## src/pcw_defines.svh

```systemverilog
// Register offsets and reset values of the port control register window.
// Assumes offsets are taken relative to the window base.
`ifndef PCW_DEFINES_SVH
`define PCW_DEFINES_SVH
`define PCW_WIN_BYTES 9'h100
`define PCW_A_IN 8'h00
`define PCW_B_IN 8'h01
`define PCW_A_OUT 8'h04
`define PCW_B_OUT 8'h05
`define PCW_A_DIR 8'h06
`define PCW_B_DIR 8'h07
`define PCW_A_DRV 8'h08
`define PCW_B_DRV 8'h09
`define PCW_A_IMC 8'h0a
`define PCW_B_IMC 8'h0b
`define PCW_A_OEN 8'h0c
`define PCW_B_OEN 8'h0d
`define PCW_C_IN 8'h10
`define PCW_D_IN 8'h11
`define PCW_C_OUT 8'h14
`define PCW_D_OUT 8'h15
`define PCW_C_DIR 8'h16
`define PCW_D_DIR 8'h17
`define PCW_C_DRV 8'h18
`define PCW_D_DRV 8'h19
`define PCW_D_IMC 8'h1a
`define PCW_C_OEN 8'h1c
`define PCW_MC_A 8'h20
`define PCW_MC_B 8'h21
`define PCW_MASK_A 8'h22
`define PCW_MASK_B 8'h23
`define PCW_E_IN 8'h30
`define PCW_E_FUN 8'h32
`define PCW_E_OUT 8'h34
`define PCW_E_DIR 8'h36
`define PCW_E_DRV 8'h38
`define PCW_F_IN 8'h40
`define PCW_G_IN 8'h41
`define PCW_F_FUN 8'h42
`define PCW_G_FUN 8'h43
`define PCW_F_OUT 8'h44
`define PCW_G_OUT 8'h45
`define PCW_F_DIR 8'h46
`define PCW_G_DIR 8'h47
`define PCW_F_DRV 8'h48
`define PCW_G_DRV 8'h49
`define PCW_F_OEN 8'h4c
`define PCW_RST_BYTE 8'h00
`define PCW_UNMAPPED 8'h00
`endif

```

## src/pcw_pkg.sv

```systemverilog
// Types shared by the port control register window.
// Assumes nothing beyond the defines header.
package pcw_pkg;
   // Per-port configuration bundle, seven ports A..G
   typedef struct packed {
      logic [7:0] out_latch;
      logic [7:0] dir;
      logic [7:0] drv;
      logic [7:0] fun;
   } pcw_port_cfg_t;

   // Pin level bundle for one port
   typedef struct packed {
      logic [7:0] oe;
      logic [7:0] dout;
      logic [7:0] od;
      logic [7:0] slew;
   } pcw_pin_drive_t;
endpackage

```

## src/pcw_port_window.sv

```systemverilog
// Port control register window: seven 8-bit ports, macrocell access.
// Assumes a byte-wide synchronous host bus on i_mclk; pins are async.
// Pin outputs are registered, so pads follow a write two edges later.
`timescale 1ns/1ps
`include "pcw_defines.svh"

module pcw_port_window (
   // Clock and reset
   input wire logic i_mclk,
   input wire logic i_rst_n,
   // Host register access
   input wire logic i_win_sel,
   input wire logic [7:0] i_addr,
   input wire logic i_wr,
   input wire logic i_rd,
   input wire logic [7:0] i_wdata,
   output logic [7:0] o_rdata,
   // Latched address source for ports E, F, G
   input wire logic [7:0] i_lat_addr_e,
   input wire logic [7:0] i_lat_addr_f,
   input wire logic [7:0] i_lat_addr_g,
   // Input macrocell states from the logic array
   input wire logic [7:0] i_imc_a,
   input wire logic [7:0] i_imc_b,
   input wire logic [7:0] i_imc_d,
   // Port pins A..G, index 0 is A
   input wire logic [7:0] i_pin [7],
   output logic [7:0] o_pin_out [7],
   output logic [7:0] o_pin_oe [7],
   output logic [7:0] o_pin_slew [7],
   // Output macrocells
   output logic [7:0] o_mc_a,
   output logic [7:0] o_mc_b
);
   localparam int PA = 0;
   localparam int PB = 1;
   localparam int PC = 2;
   localparam int PD = 3;
   localparam int PE = 4;
   localparam int PF = 5;
   localparam int PG = 6;

   logic [7:0] port_latch [7];
   logic [7:0] port_dir [7];
   logic [7:0] port_drv [7];
   logic [7:0] port_fun [7];
   pcw_pkg::pcw_port_cfg_t cfg [7];
   pcw_pkg::pcw_pin_drive_t next_drive [7];
   logic cfg_wr;
   logic [7:0] pin_meta [7];
   logic [7:0] pin_sync [7];
   logic [7:0] mask_a;
   logic [7:0] mask_b;
   logic [7:0] drv_en [7];
   logic [7:0] next_rdata;
   logic wr_hit;

   // Fixed offset lookup: port index for a register group, or 7 if none
   function automatic int out_port(input logic [7:0] a);
      case (a)
         `PCW_A_OUT: out_port = PA;
         `PCW_B_OUT: out_port = PB;
         `PCW_C_OUT: out_port = PC;
         `PCW_D_OUT: out_port = PD;
         `PCW_E_OUT: out_port = PE;
         `PCW_F_OUT: out_port = PF;
         `PCW_G_OUT: out_port = PG;
         default: out_port = 7;
      endcase
   endfunction

   function automatic int dir_port(input logic [7:0] a);
      case (a)
         `PCW_A_DIR: dir_port = PA;
         `PCW_B_DIR: dir_port = PB;
         `PCW_C_DIR: dir_port = PC;
         `PCW_D_DIR: dir_port = PD;
         `PCW_E_DIR: dir_port = PE;
         `PCW_F_DIR: dir_port = PF;
         `PCW_G_DIR: dir_port = PG;
         default: dir_port = 7;
      endcase
   endfunction

   function automatic int drv_port(input logic [7:0] a);
      case (a)
         `PCW_A_DRV: drv_port = PA;
         `PCW_B_DRV: drv_port = PB;
         `PCW_C_DRV: drv_port = PC;
         `PCW_D_DRV: drv_port = PD;
         `PCW_E_DRV: drv_port = PE;
         `PCW_F_DRV: drv_port = PF;
         `PCW_G_DRV: drv_port = PG;
         default: drv_port = 7;
      endcase
   endfunction

   function automatic int fun_port(input logic [7:0] a);
      case (a)
         `PCW_E_FUN: fun_port = PE;
         `PCW_F_FUN: fun_port = PF;
         `PCW_G_FUN: fun_port = PG;
         default: fun_port = 7;
      endcase
   endfunction

   // Latched address bits of a port; ports without address mode get zero
   function automatic logic [7:0] addr_source(input int p,
      input logic [7:0] e, input logic [7:0] f, input logic [7:0] g);
      case (p)
         PE: addr_source = e;
         PF: addr_source = f;
         PG: addr_source = g;
         default: addr_source = 8'h00;
      endcase
   endfunction

   // Ports whose drive bit picks slew rate instead of open drain
   function automatic logic has_slew(input int p);
      has_slew = (p == PC) || (p == PF);
   endfunction

   // Host load of a macrocell bank; masked bits keep their old value
   function automatic logic [7:0] masked_load(input logic [7:0] old_val,
      input logic [7:0] new_val, input logic [7:0] mask);
      masked_load = (new_val & ~mask) | (old_val & mask);
   endfunction

   // Status offsets; a write there must never reach a register
   function automatic logic read_only(input logic [7:0] a);
      case (a)
         `PCW_A_IN: read_only = 1'b1;
         `PCW_B_IN: read_only = 1'b1;
         `PCW_C_IN: read_only = 1'b1;
         `PCW_D_IN: read_only = 1'b1;
         `PCW_E_IN: read_only = 1'b1;
         `PCW_F_IN: read_only = 1'b1;
         `PCW_G_IN: read_only = 1'b1;
         `PCW_A_IMC: read_only = 1'b1;
         `PCW_B_IMC: read_only = 1'b1;
         `PCW_D_IMC: read_only = 1'b1;
         `PCW_A_OEN: read_only = 1'b1;
         `PCW_B_OEN: read_only = 1'b1;
         `PCW_C_OEN: read_only = 1'b1;
         `PCW_F_OEN: read_only = 1'b1;
         default: read_only = 1'b0;
      endcase
   endfunction

   // Only writes inside the selected window count
   assign wr_hit = i_win_sel & i_wr;
   // Screened explicitly so a future offset overlap cannot leak a write
   assign cfg_wr = wr_hit & ~read_only(i_addr);

   // Two-stage synchroniser on every pin
   always_ff @(posedge i_mclk or negedge i_rst_n) begin
      if (!i_rst_n) begin
         for (int p = 0; p < 7; p++) begin
            pin_meta[p] <= `PCW_RST_BYTE;
            pin_sync[p] <= `PCW_RST_BYTE;
         end
      end else begin
         for (int p = 0; p < 7; p++) begin
            pin_meta[p] <= i_pin[p];
            pin_sync[p] <= pin_meta[p];
         end
      end
   end

   // Output latches
   always_ff @(posedge i_mclk or negedge i_rst_n) begin
      if (!i_rst_n) begin
         for (int p = 0; p < 7; p++) begin
            port_latch[p] <= `PCW_RST_BYTE;
         end
      end else if (cfg_wr) begin
         for (int p = 0; p < 7; p++) begin
            if (out_port(i_addr) == p) begin
               port_latch[p] <= i_wdata;
            end
         end
      end
   end

   // Direction; reset leaves every pin an input
   always_ff @(posedge i_mclk or negedge i_rst_n) begin
      if (!i_rst_n) begin
         for (int p = 0; p < 7; p++) begin
            port_dir[p] <= `PCW_RST_BYTE;
         end
      end else if (cfg_wr) begin
         for (int p = 0; p < 7; p++) begin
            if (dir_port(i_addr) == p) begin
               port_dir[p] <= i_wdata;
            end
         end
      end
   end

   // Drive type: open drain or slew rate, depending on the port
   always_ff @(posedge i_mclk or negedge i_rst_n) begin
      if (!i_rst_n) begin
         for (int p = 0; p < 7; p++) begin
            port_drv[p] <= `PCW_RST_BYTE;
         end
      end else if (cfg_wr) begin
         for (int p = 0; p < 7; p++) begin
            if (drv_port(i_addr) == p) begin
               port_drv[p] <= i_wdata;
            end
         end
      end
   end

   // Address-mode select; only E, F and G decode an offset
   always_ff @(posedge i_mclk or negedge i_rst_n) begin
      if (!i_rst_n) begin
         for (int p = 0; p < 7; p++) begin
            port_fun[p] <= `PCW_RST_BYTE;
         end
      end else if (cfg_wr) begin
         for (int p = 0; p < 7; p++) begin
            if (fun_port(i_addr) == p) begin
               port_fun[p] <= i_wdata;
            end
         end
      end
   end

   // Bundle the four settings of each port for the driver logic
   always_comb begin
      for (int p = 0; p < 7; p++) begin
         cfg[p].out_latch = port_latch[p];
         cfg[p].dir = port_dir[p];
         cfg[p].drv = port_drv[p];
         cfg[p].fun = port_fun[p];
      end
   end

   // Write mask of bank A
   always_ff @(posedge i_mclk or negedge i_rst_n) begin
      if (!i_rst_n) begin
         mask_a <= `PCW_RST_BYTE;
      end else if (cfg_wr && i_addr == `PCW_MASK_A) begin
         mask_a <= i_wdata;
      end
   end

   // Write mask of bank B
   always_ff @(posedge i_mclk or negedge i_rst_n) begin
      if (!i_rst_n) begin
         mask_b <= `PCW_RST_BYTE;
      end else if (cfg_wr && i_addr == `PCW_MASK_B) begin
         mask_b <= i_wdata;
      end
   end

   // Bank A macrocells; only host writes load them here
   always_ff @(posedge i_mclk or negedge i_rst_n) begin
      if (!i_rst_n) begin
         o_mc_a <= `PCW_RST_BYTE;
      end else if (cfg_wr && i_addr == `PCW_MC_A) begin
         o_mc_a <= masked_load(o_mc_a, i_wdata, mask_a);
      end
   end

   // Bank B macrocells
   always_ff @(posedge i_mclk or negedge i_rst_n) begin
      if (!i_rst_n) begin
         o_mc_b <= `PCW_RST_BYTE;
      end else if (cfg_wr && i_addr == `PCW_MC_B) begin
         o_mc_b <= masked_load(o_mc_b, i_wdata, mask_b);
      end
   end

   // Next drive of each pin; address mode drives regardless of direction
   always_comb begin
      logic [7:0] addr_bits;
      addr_bits = 8'h00;
      for (int p = 0; p < 7; p++) begin
         addr_bits = addr_source(p, i_lat_addr_e, i_lat_addr_f,
            i_lat_addr_g);
         next_drive[p].dout = (cfg[p].fun & addr_bits) |
            (~cfg[p].fun & cfg[p].out_latch);
         drv_en[p] = cfg[p].fun | cfg[p].dir;
         if (has_slew(p)) begin
            next_drive[p].od = 8'h00;
            next_drive[p].slew = cfg[p].drv;
         end else begin
            next_drive[p].od = cfg[p].drv;
            next_drive[p].slew = 8'h00;
         end
         // Open drain drives only a low, so a high output floats
         next_drive[p].oe = drv_en[p] & ~(next_drive[p].od &
            next_drive[p].dout);
      end
   end

   // Pads see registered levels, one cycle behind the settings
   always_ff @(posedge i_mclk or negedge i_rst_n) begin
      if (!i_rst_n) begin
         for (int p = 0; p < 7; p++) begin
            o_pin_out[p] <= `PCW_RST_BYTE;
            o_pin_oe[p] <= `PCW_RST_BYTE;
            o_pin_slew[p] <= `PCW_RST_BYTE;
         end
      end else begin
         for (int p = 0; p < 7; p++) begin
            o_pin_out[p] <= next_drive[p].dout;
            o_pin_oe[p] <= next_drive[p].oe;
            o_pin_slew[p] <= next_drive[p].slew;
         end
      end
   end

   // Read decode; unmapped and write-only-absent offsets read zero
   always_comb begin
      next_rdata = `PCW_UNMAPPED;
      case (i_addr)
         `PCW_A_IN: next_rdata = pin_sync[PA];
         `PCW_B_IN: next_rdata = pin_sync[PB];
         `PCW_C_IN: next_rdata = pin_sync[PC];
         `PCW_D_IN: next_rdata = pin_sync[PD];
         `PCW_E_IN: next_rdata = pin_sync[PE];
         `PCW_F_IN: next_rdata = pin_sync[PF];
         `PCW_G_IN: next_rdata = pin_sync[PG];
         `PCW_A_IMC: next_rdata = i_imc_a;
         `PCW_B_IMC: next_rdata = i_imc_b;
         `PCW_D_IMC: next_rdata = i_imc_d;
         `PCW_A_OEN: next_rdata = drv_en[PA];
         `PCW_B_OEN: next_rdata = drv_en[PB];
         `PCW_C_OEN: next_rdata = drv_en[PC];
         `PCW_F_OEN: next_rdata = drv_en[PF];
         `PCW_MC_A: next_rdata = o_mc_a;
         `PCW_MC_B: next_rdata = o_mc_b;
         `PCW_MASK_A: next_rdata = mask_a;
         `PCW_MASK_B: next_rdata = mask_b;
         `PCW_E_FUN: next_rdata = cfg[PE].fun;
         `PCW_F_FUN: next_rdata = cfg[PF].fun;
         `PCW_G_FUN: next_rdata = cfg[PG].fun;
         default: begin
            if (out_port(i_addr) != 7) begin
               next_rdata = cfg[out_port(i_addr)].out_latch;
            end else if (dir_port(i_addr) != 7) begin
               next_rdata = cfg[dir_port(i_addr)].dir;
            end else if (drv_port(i_addr) != 7) begin
               next_rdata = cfg[drv_port(i_addr)].drv;
            end
         end
      endcase
   end

   // Read data registered one cycle after the read strobe
   always_ff @(posedge i_mclk or negedge i_rst_n) begin
      if (!i_rst_n) begin
         o_rdata <= `PCW_RST_BYTE;
      end else if (i_win_sel && i_rd) begin
         o_rdata <= next_rdata;
      end
   end
endmodule

```

## config.mk

```make
export PLATFORM = sky130hd
export DESIGN_NAME = pcw_port_window
export DESIGN_NICKNAME = d
export VERILOG_FILES = /design/src/pcw_pkg.sv /design/src/pcw_port_window.sv
export VERILOG_INCLUDE_DIRS = /design/src
export SDC_FILE = /design/constraint.sdc
export NUM_CORES = 1
export LEC_CHECK = 0
export BUFFER_PORTS_ARGS = -buffer_cell sky130_fd_sc_hd__buf_2
export CORE_MARGIN = 4
export CORE_UTILIZATION = 35
export CTS_CLUSTER_DIAMETER = 150
export DETAILED_ROUTE_END_ITERATION = 6
export SLEW_MARGIN = 20
export SYNTH_ARGS = -nofsm -noshare
export SYNTH_HDL_FRONTEND = slang
export SYNTH_SLANG_ARGS = --single-unit
```

## constraint.sdc

```tcl
create_clock -name i_mclk -period 2.4 [get_ports i_mclk]
set_clock_uncertainty 0.2 [all_clocks]
set_input_delay 0.24 -clock i_mclk [delete_from_list [all_inputs] [get_ports i_mclk]]
set_output_delay 0.24 -clock i_mclk [all_outputs]
set_load 0.01 [all_outputs]
```

[Word level (Yosys, flattened, before mapping)]
Cells that the tools add are included.
Word-level totals
  input bits: 125
  register bits after elaboration: 504
  output and inout bits: 192
Operators by class
  reductions and logical operators: 40
  equality and inequality tests: 68
  mux-type cells: 37
  $lt $le $gt $ge: 3
  bitwise gates (word level): 56
Operators by type and width (count)
  32-bit two-way mux: 21
  32-bit by 4-bit == test with 1-bit output, second input constant: 12
  32-bit binary-select mux with 3-bit select: 3
  32-bit by 3-bit == test with 1-bit output, second input constant: 8
  8-bit bitwise AND: 24
  8-bit case mux with 21 select lines: 1
  32-bit by 2-bit == test with 1-bit output, second input constant: 4
  32-bit logical NOT: 4
  8-bit NOT: 14
  32-bit by 4-bit greater-or-equal comparator with 1-bit output, second input constant: 3
  32-bit by 4-bit inequality test with 1-bit output, second input constant: 3
  32-bit NOT: 3
  8-bit OR: 12
  8-bit by 7-bit == test with 1-bit output, second input constant: 11
  8-bit by 5-bit == test with 1-bit output, second input constant: 10
  8-bit by 6-bit == test with 1-bit output, second input constant: 9
  3-bit case mux with 7 select lines: 3
  2-bit AND reduction: 28
  8-bit by 4-bit == test with 1-bit output, second input constant: 6
  24-bit two-way mux: 2
  8-bit by 3-bit == test with 1-bit output, second input constant: 4
  16-bit two-way mux: 2
  8-bit two-way mux: 3
  21-bit OR reduction: 1
  other kinds (8): 13

[Depth between registers and ports, before layout]
  depth after elaboration: 23
  depth in mapped cells: 11
  depth with buffers taken out: 6

[Worst setup path after synthesis]
OpenSTA, ideal clock, no wires.
  kind: input-to-reg
  start point: in i_addr[4]
  end point: reg port_dir, in the netlist cfg[112]
  arrival time: 2240 ps
  cell stages on the path: 8
  setup time: 125 ps
  setup slack: -165 ps
  cell sequence: buf_2 > or3b_2 > a211oi_2 > and3_1 > buf_2 > nor2b_1 > buf_4 > mux2_2
On the way
  longest elaborated chain between the ends: 6
Ends and longest elaborated chain
  start, declared: line pcw_port_window.sv:13  | input wire logic [7:0] i_addr,
  parallel branches: the longest is 5 deep, another holds 32-bit two-way mux
  2-bit AND reduction (no source line) (*)
  end signal, assigned by index: line pcw_port_window.sv:189  | port_dir[p] <= `PCW_RST_BYTE;
  end signal, assigned by index: line pcw_port_window.sv:194  | port_dir[p] <= i_wdata;
  end, declared: line pcw_port_window.sv:44  | logic [7:0] port_dir [7];
Every way passes the cells marked *. The select of a mux whose other input is x is not followed.
A chain may end at the register's enable or synchronous reset.

[Worst setup path in the final report]
  start point: in i_addr[0]
  end point: reg o_rdata[2]
On the way
  longest elaborated chain between the ends: 14
Ends and longest elaborated chain
  8-bit by 7-bit == test with 1-bit output (tied with other cells): line pcw_port_window.sv:86  | case (a)
  3-bit case mux with 7 select lines: line pcw_port_window.sv:86
  32-bit two-way mux: line pcw_port_window.sv:346  | end else if (drv_port(i_addr) != 7) begin
  32-bit two-way mux: line pcw_port_window.sv:344  | end else if (dir_port(i_addr) != 7) begin
  32-bit two-way mux: line pcw_port_window.sv:342  | if (out_port(i_addr) != 7) begin
  32-bit two-way mux: line pcw_port_window.sv:319  | case (i_addr)
  32-bit NOT (implied by the code): line pcw_port_window.sv:347  | next_rdata = cfg[drv_port(i_addr)].drv;
  32-bit binary-select mux with 3-bit select: line pcw_port_window.sv:347
  16-bit two-way mux (implied by the code) (2 in a row): line pcw_port_window.sv:347
  8-bit two-way mux: line pcw_port_window.sv:346
  8-bit two-way mux: line pcw_port_window.sv:344
  8-bit two-way mux: line pcw_port_window.sv:342
  8-bit case mux with 21 select lines (*): line pcw_port_window.sv:319
  end signal, assigned: line pcw_port_window.sv:356  | o_rdata <= `PCW_RST_BYTE;
  end signal, assigned: line pcw_port_window.sv:358  | o_rdata <= next_rdata;
  end, declared: line pcw_port_window.sv:17  | output logic [7:0] o_rdata,
Mark *: on every way between the ends. The rest lies on a longest branch, timed or not. The select of a mux whose other input is x is not followed.

==> reports/summary.log <==
[sta] Min Clock Period, post-route 2.335 ns
[synth] top cell type by total area after synthesis sky130_fd_sc_hd__dfrtp_1
[synth] number of synthesized flops with an enable pin 0
[synth] count of state elements after synthesis 472
[setup_path] data required time of the critical path 2.70 ns
[placed_design] number of port buffers 276
[synth] post-synthesis sequential area ratio 0.6029
[layout] share of layout cells above drive strength 1 0.4535
[floorplan] area of the die 59,820 um2
[sta] setup tns final 0 ns
[setup_path] highest-delay cell along the critical path sky130_fd_sc_hd__nor4_2
[setup_path] max incr delay on CP 0.42 ns
[setup_path] worst setup path class in2reg
[power] leakage dissipation 13.09 nW
[global_routing] vias in the first global route 15,860
[detailed_routing] Via-to-Cell Ratio 5.298
[synth] share of synthesized flip-flops with an asynchronous set or reset 1.000
[detailed_routing] overall routed net length 74.47 mm
[setup_path] library cell appearing most often on the critical path sky130_fd_sc_hd__buf_4
[clocking] Post-CTS Setup Inserts 0
[detailed_routing] post-route DRC violation count 0
[synth] Yosys warning count 0
[sta] fmax 0.4282 GHz
[floorplan] Core Region 55,310 um2
[detailed_routing] antenna-violating nets left 0
[setup_path] type of element capturing the critical path register
[clocking] Clock Tree Buf Depth 3
[setup_path] critical-path cell list buf_2, nor4_2, buf_4, buf_4, buf_4, nand3_1, and4_1, o2111a_1, a41o_1, a31oi_1
[floorplan] Initial Utilization 0.3542
[global_routing] largest net degree at the start of global routing 75
[sta] max-slew violation count 0
[power] power per standard cell area 691.9 nW/um2
[clocking] later-pin clock latency in the skew report 0.61 ns
[clocking] clock transition time at the flip-flop clock pins of the worst setup and hold paths 0.07 ns
[detailed_routing] detailed router's first-iteration violation count 1,258
[clocking] CTS H-tree lvls 2
[synth] top cell type's share of synthesized area 0.6029
[detailed_routing] via count 15,020
[synth] per-instance average area after synthesis 13.37 um2
[layout] post-layout instance count excluding filler cells 2,835
[synth] Synth Flop Type sky130_fd_sc_hd__dfrtp_1
[power] largest vdd supply drop 0.0006226 V
[sta] count of final hold-check violations 0
[sta] remaining max-slew budget at the tightest pin 0.3449
[detailed_routing] first-pass iteration count of the detailed router 5
[setup_path] data arrival time of the critical path 2.63 ns
[global_routing] global-route wire length before repair 108.5 mm
[synth] post-synthesis instance area 19,590 um2
[synth] instance count of the mapped netlist 1,465
[clocking] CTS Buf Count 50
[synth] number of different library cells in the post-synthesis netlist 92
[placed_design] Detail Placement HPWL 55.60 mm
[flow_run] count of maximum capacitance violations 0
[sta] final-report setup violation count 0
[sta] Worst Tran Pin Value 0.9826 ns
[layout] area overhead of the layout relative to synthesis 34.96%
[setup_path] Critical Path Fanout Max 25
[placed_design] final estimated routing congestion in global placement 0.9824
[global_routing] leftover overflow at the end of global routing 0
[floorplan] DIE HEIGHT 244.6 um
[clocking] cell chosen for the clock root sky130_fd_sc_hd__clkbuf_16
[placed_design] Placed Cells incl. Taps 2,657
[detailed_routing] average detailed-routed wire length per instance 26.27 um
[setup_path] kind of start point of the critical path input port
[run_status] outcome complete, no violations
[floorplan] die outline width 244.6 um
[placed_design] setup slack at placement -0.7107 ns
[layout] Layout Nets 2,169
[clocking] clock tree from TritonCTS yes
[global_routing] number of antenna violations at the first check in global routing 4
[floorplan] cell row count 86
[synth] biggest area contributors in the synthesized netlist sky130_fd_sc_hd__dfrtp_1 60%, sky130_fd_sc_hd__mux2_2 14%, sky130_fd_sc_hd__nand3_1 2.3%
[clocking] total number of clock tree sinks 472
[sta] portion of the clock cycle consumed by the worst path in the final layout 0.9731
[sta] unrepaired setup endpoints after global routing false
[global_routing] total global routing track utilization 0.2457
[hold_path] type of the worst min-delay path in2reg
[floorplan] number of primary I/O pins 317
[sta] PnR worst setup slack 0.06452 ns
-- cell families (layout without fill, tap and decap cells) --
kind of cell    after synthesis  after routing  share of synthesized area
compound gates              232            232                    0.09159
buf+inv                     145            725                    0.04215
flops                       472            472                     0.6029
mux                         278            278                     0.1578
other cells                   1             43                  0.0001914
simple gates                337            337                     0.1053
-- layout make-up --
| cell class | instances | area [um2] |
|---|---|---|
| multi-input cells | 887 | 7276 |
| fillers | 4992 | 28870 |
| well taps | 748 | 935.9 |
| diodes | 3 | 7.507 |
| inverters | 5 | 18.77 |
| clock buffers | 66 | 1411 |
| flip-flops and latches | 472 | 11810 |
| clock inverters | 26 | 392.9 |
| repair buffers | 628 | 4584 |
-- placed cells by master (no fill, tap or decap), types with 7 or more instances in the layout --
| cell | instances |
|---|---|
| sky130_fd_sc_hd__dfrtp_1 | 472 |
| sky130_fd_sc_hd__nor3_1 | 29 |
| sky130_fd_sc_hd__clkbuf_8 | 10 |
| sky130_fd_sc_hd__o211ai_1 | 8 |
| sky130_fd_sc_hd__a22oi_1 | 9 |
| sky130_fd_sc_hd__nand2b_1 | 9 |
| sky130_fd_sc_hd__o22ai_1 | 11 |
| sky130_fd_sc_hd__a32o_1 | 7 |
| sky130_fd_sc_hd__a32oi_1 | 10 |
| sky130_fd_sc_hd__mux2i_1 | 31 |
| sky130_fd_sc_hd__and3_1 | 10 |
| sky130_fd_sc_hd__bufinv_16 | 7 |
| sky130_fd_sc_hd__buf_2 | 275 |
| sky130_fd_sc_hd__buf_12 | 26 |
| sky130_fd_sc_hd__or2_2 | 16 |
| sky130_fd_sc_hd__clkbuf_16 | 50 |
| sky130_fd_sc_hd__a22o_1 | 20 |
| sky130_fd_sc_hd__mux2_2 | 235 |
| sky130_fd_sc_hd__nor2_1 | 44 |
| sky130_fd_sc_hd__conb_1 | 40 |
| sky130_fd_sc_hd__nand4_1 | 16 |
| sky130_fd_sc_hd__a21boi_0 | 24 |
| sky130_fd_sc_hd__a211oi_1 | 7 |
| sky130_fd_sc_hd__a21oi_1 | 37 |
| sky130_fd_sc_hd__dlygate4sd3_1 | 82 |
| sky130_fd_sc_hd__nand3_1 | 88 |
| sky130_fd_sc_hd__o21ai_0 | 12 |
| sky130_fd_sc_hd__a31oi_1 | 11 |
| sky130_fd_sc_hd__mux2_4 | 7 |
| sky130_fd_sc_hd__nor3_4 | 8 |
| sky130_fd_sc_hd__nand2_1 | 38 |
| sky130_fd_sc_hd__a222oi_1 | 9 |
| sky130_fd_sc_hd__nor2b_1 | 8 |
| sky130_fd_sc_hd__buf_4 | 243 |
-- path summary, 6_finish.rpt --
| path | endpoint | depth (start not counted) | from | slack [ns] |
|---|---|---|---|---|
| worst max-delay path | o_rdata[2] | 10 | i_addr[0] | 0.06 |
| worst min-delay path | pin_meta[30] | 2 | i_pin[30] | 0.06 |
| worst max register to register | o_rdata[2] | 6 | cfg[2] | 0.12 |
| worst min register to register | pin_sync[32] | 0 | pin_meta[32] | 0.14 |
| max in group asynchronous | pin_meta[44] | 3 | i_rst_n | 1.42 |
| min in group asynchronous | async pin | 3 | i_rst_n | 0.16 |
-- per-layer routing --
metal  track usage  vias up  routed length, um
li1              -     6515                  -
met1        0.3226     7746              30890
met2        0.4104      613              36050
met3       0.04123      144               4378
met4       0.09297        2               3137
met5             0        -                  8
-- sequential cells by signal (all words and copies together), names as in the netlist, named ones only --
signal and count:
o_rdata 8, pin_sync 56, pin_meta 56, cfg 192, mask_b 8, o_pin_slew 16, mask_a 8, o_pin_out 56
o_pin_oe 56
-- per-stage QoR --
stage	instance area [um2]	hold slack (ns)	util	total power, mW
finish	26440	0.06073	0.4780	18.29
global route	26440	0.04148	0.4780	18.91
CTS	26430	0.02636	0.4778	18.43
detailed placement	23770	0.01567	0.4297	9.949
global placement	23770	0.02053	0.4297	9.933
floorplan	19820	-0.2556	-	9.088
-- worst max-delay path, delay by kind of cell --
kind | cells | cell delay [ns]
buffers and inverters | 4 | 0.91
AND/OR/NAND/NOR | 3 | 0.71
AO/OA/AOI/OAI | 3 | 0.76
-- cell usage after synthesis (10+ instances only) --
library cell               count
sky130_fd_sc_hd__dfrtp_1     472
sky130_fd_sc_hd__mux2_2      242
sky130_fd_sc_hd__nand3_1      89
sky130_fd_sc_hd__buf_4        49
sky130_fd_sc_hd__nor2_1       44
sky130_fd_sc_hd__buf_2        38
sky130_fd_sc_hd__nand2_1      38
sky130_fd_sc_hd__a21oi_1      37
sky130_fd_sc_hd__clkbuf_1     37
sky130_fd_sc_hd__mux2i_1      31
sky130_fd_sc_hd__nor3_1       29
sky130_fd_sc_hd__a21boi_0     24
sky130_fd_sc_hd__a22o_1       20
sky130_fd_sc_hd__nand4_1      16
sky130_fd_sc_hd__or2_2        15
sky130_fd_sc_hd__o21ai_0      13
sky130_fd_sc_hd__a31oi_1      11
sky130_fd_sc_hd__o22ai_1      11
sky130_fd_sc_hd__a32oi_1      10
sky130_fd_sc_hd__and3_1       10
-- report_power, final --
| group | leakage [nW] | internal, mW | switching (mW) |
|---|---|---|---|
| clock | 0.878 | 4.96 | 3.40 |
| combinational | 5.92 | 0.617 | 0.837 |
| sequential | 6.29 | 8.24 | 0.233 |
-- what timing repair did --
| item | 4_1_cts | 5_1_grt |
|---|---|---|
| hold buffers | 83 | 0 |
| setup endpoints to repair | 1 | 1 |
| resized for setup | 1 | 1 |
| hold endpoints to repair | 596 | 0 |
Note: power is estimated with default switching activity, not from simulation.
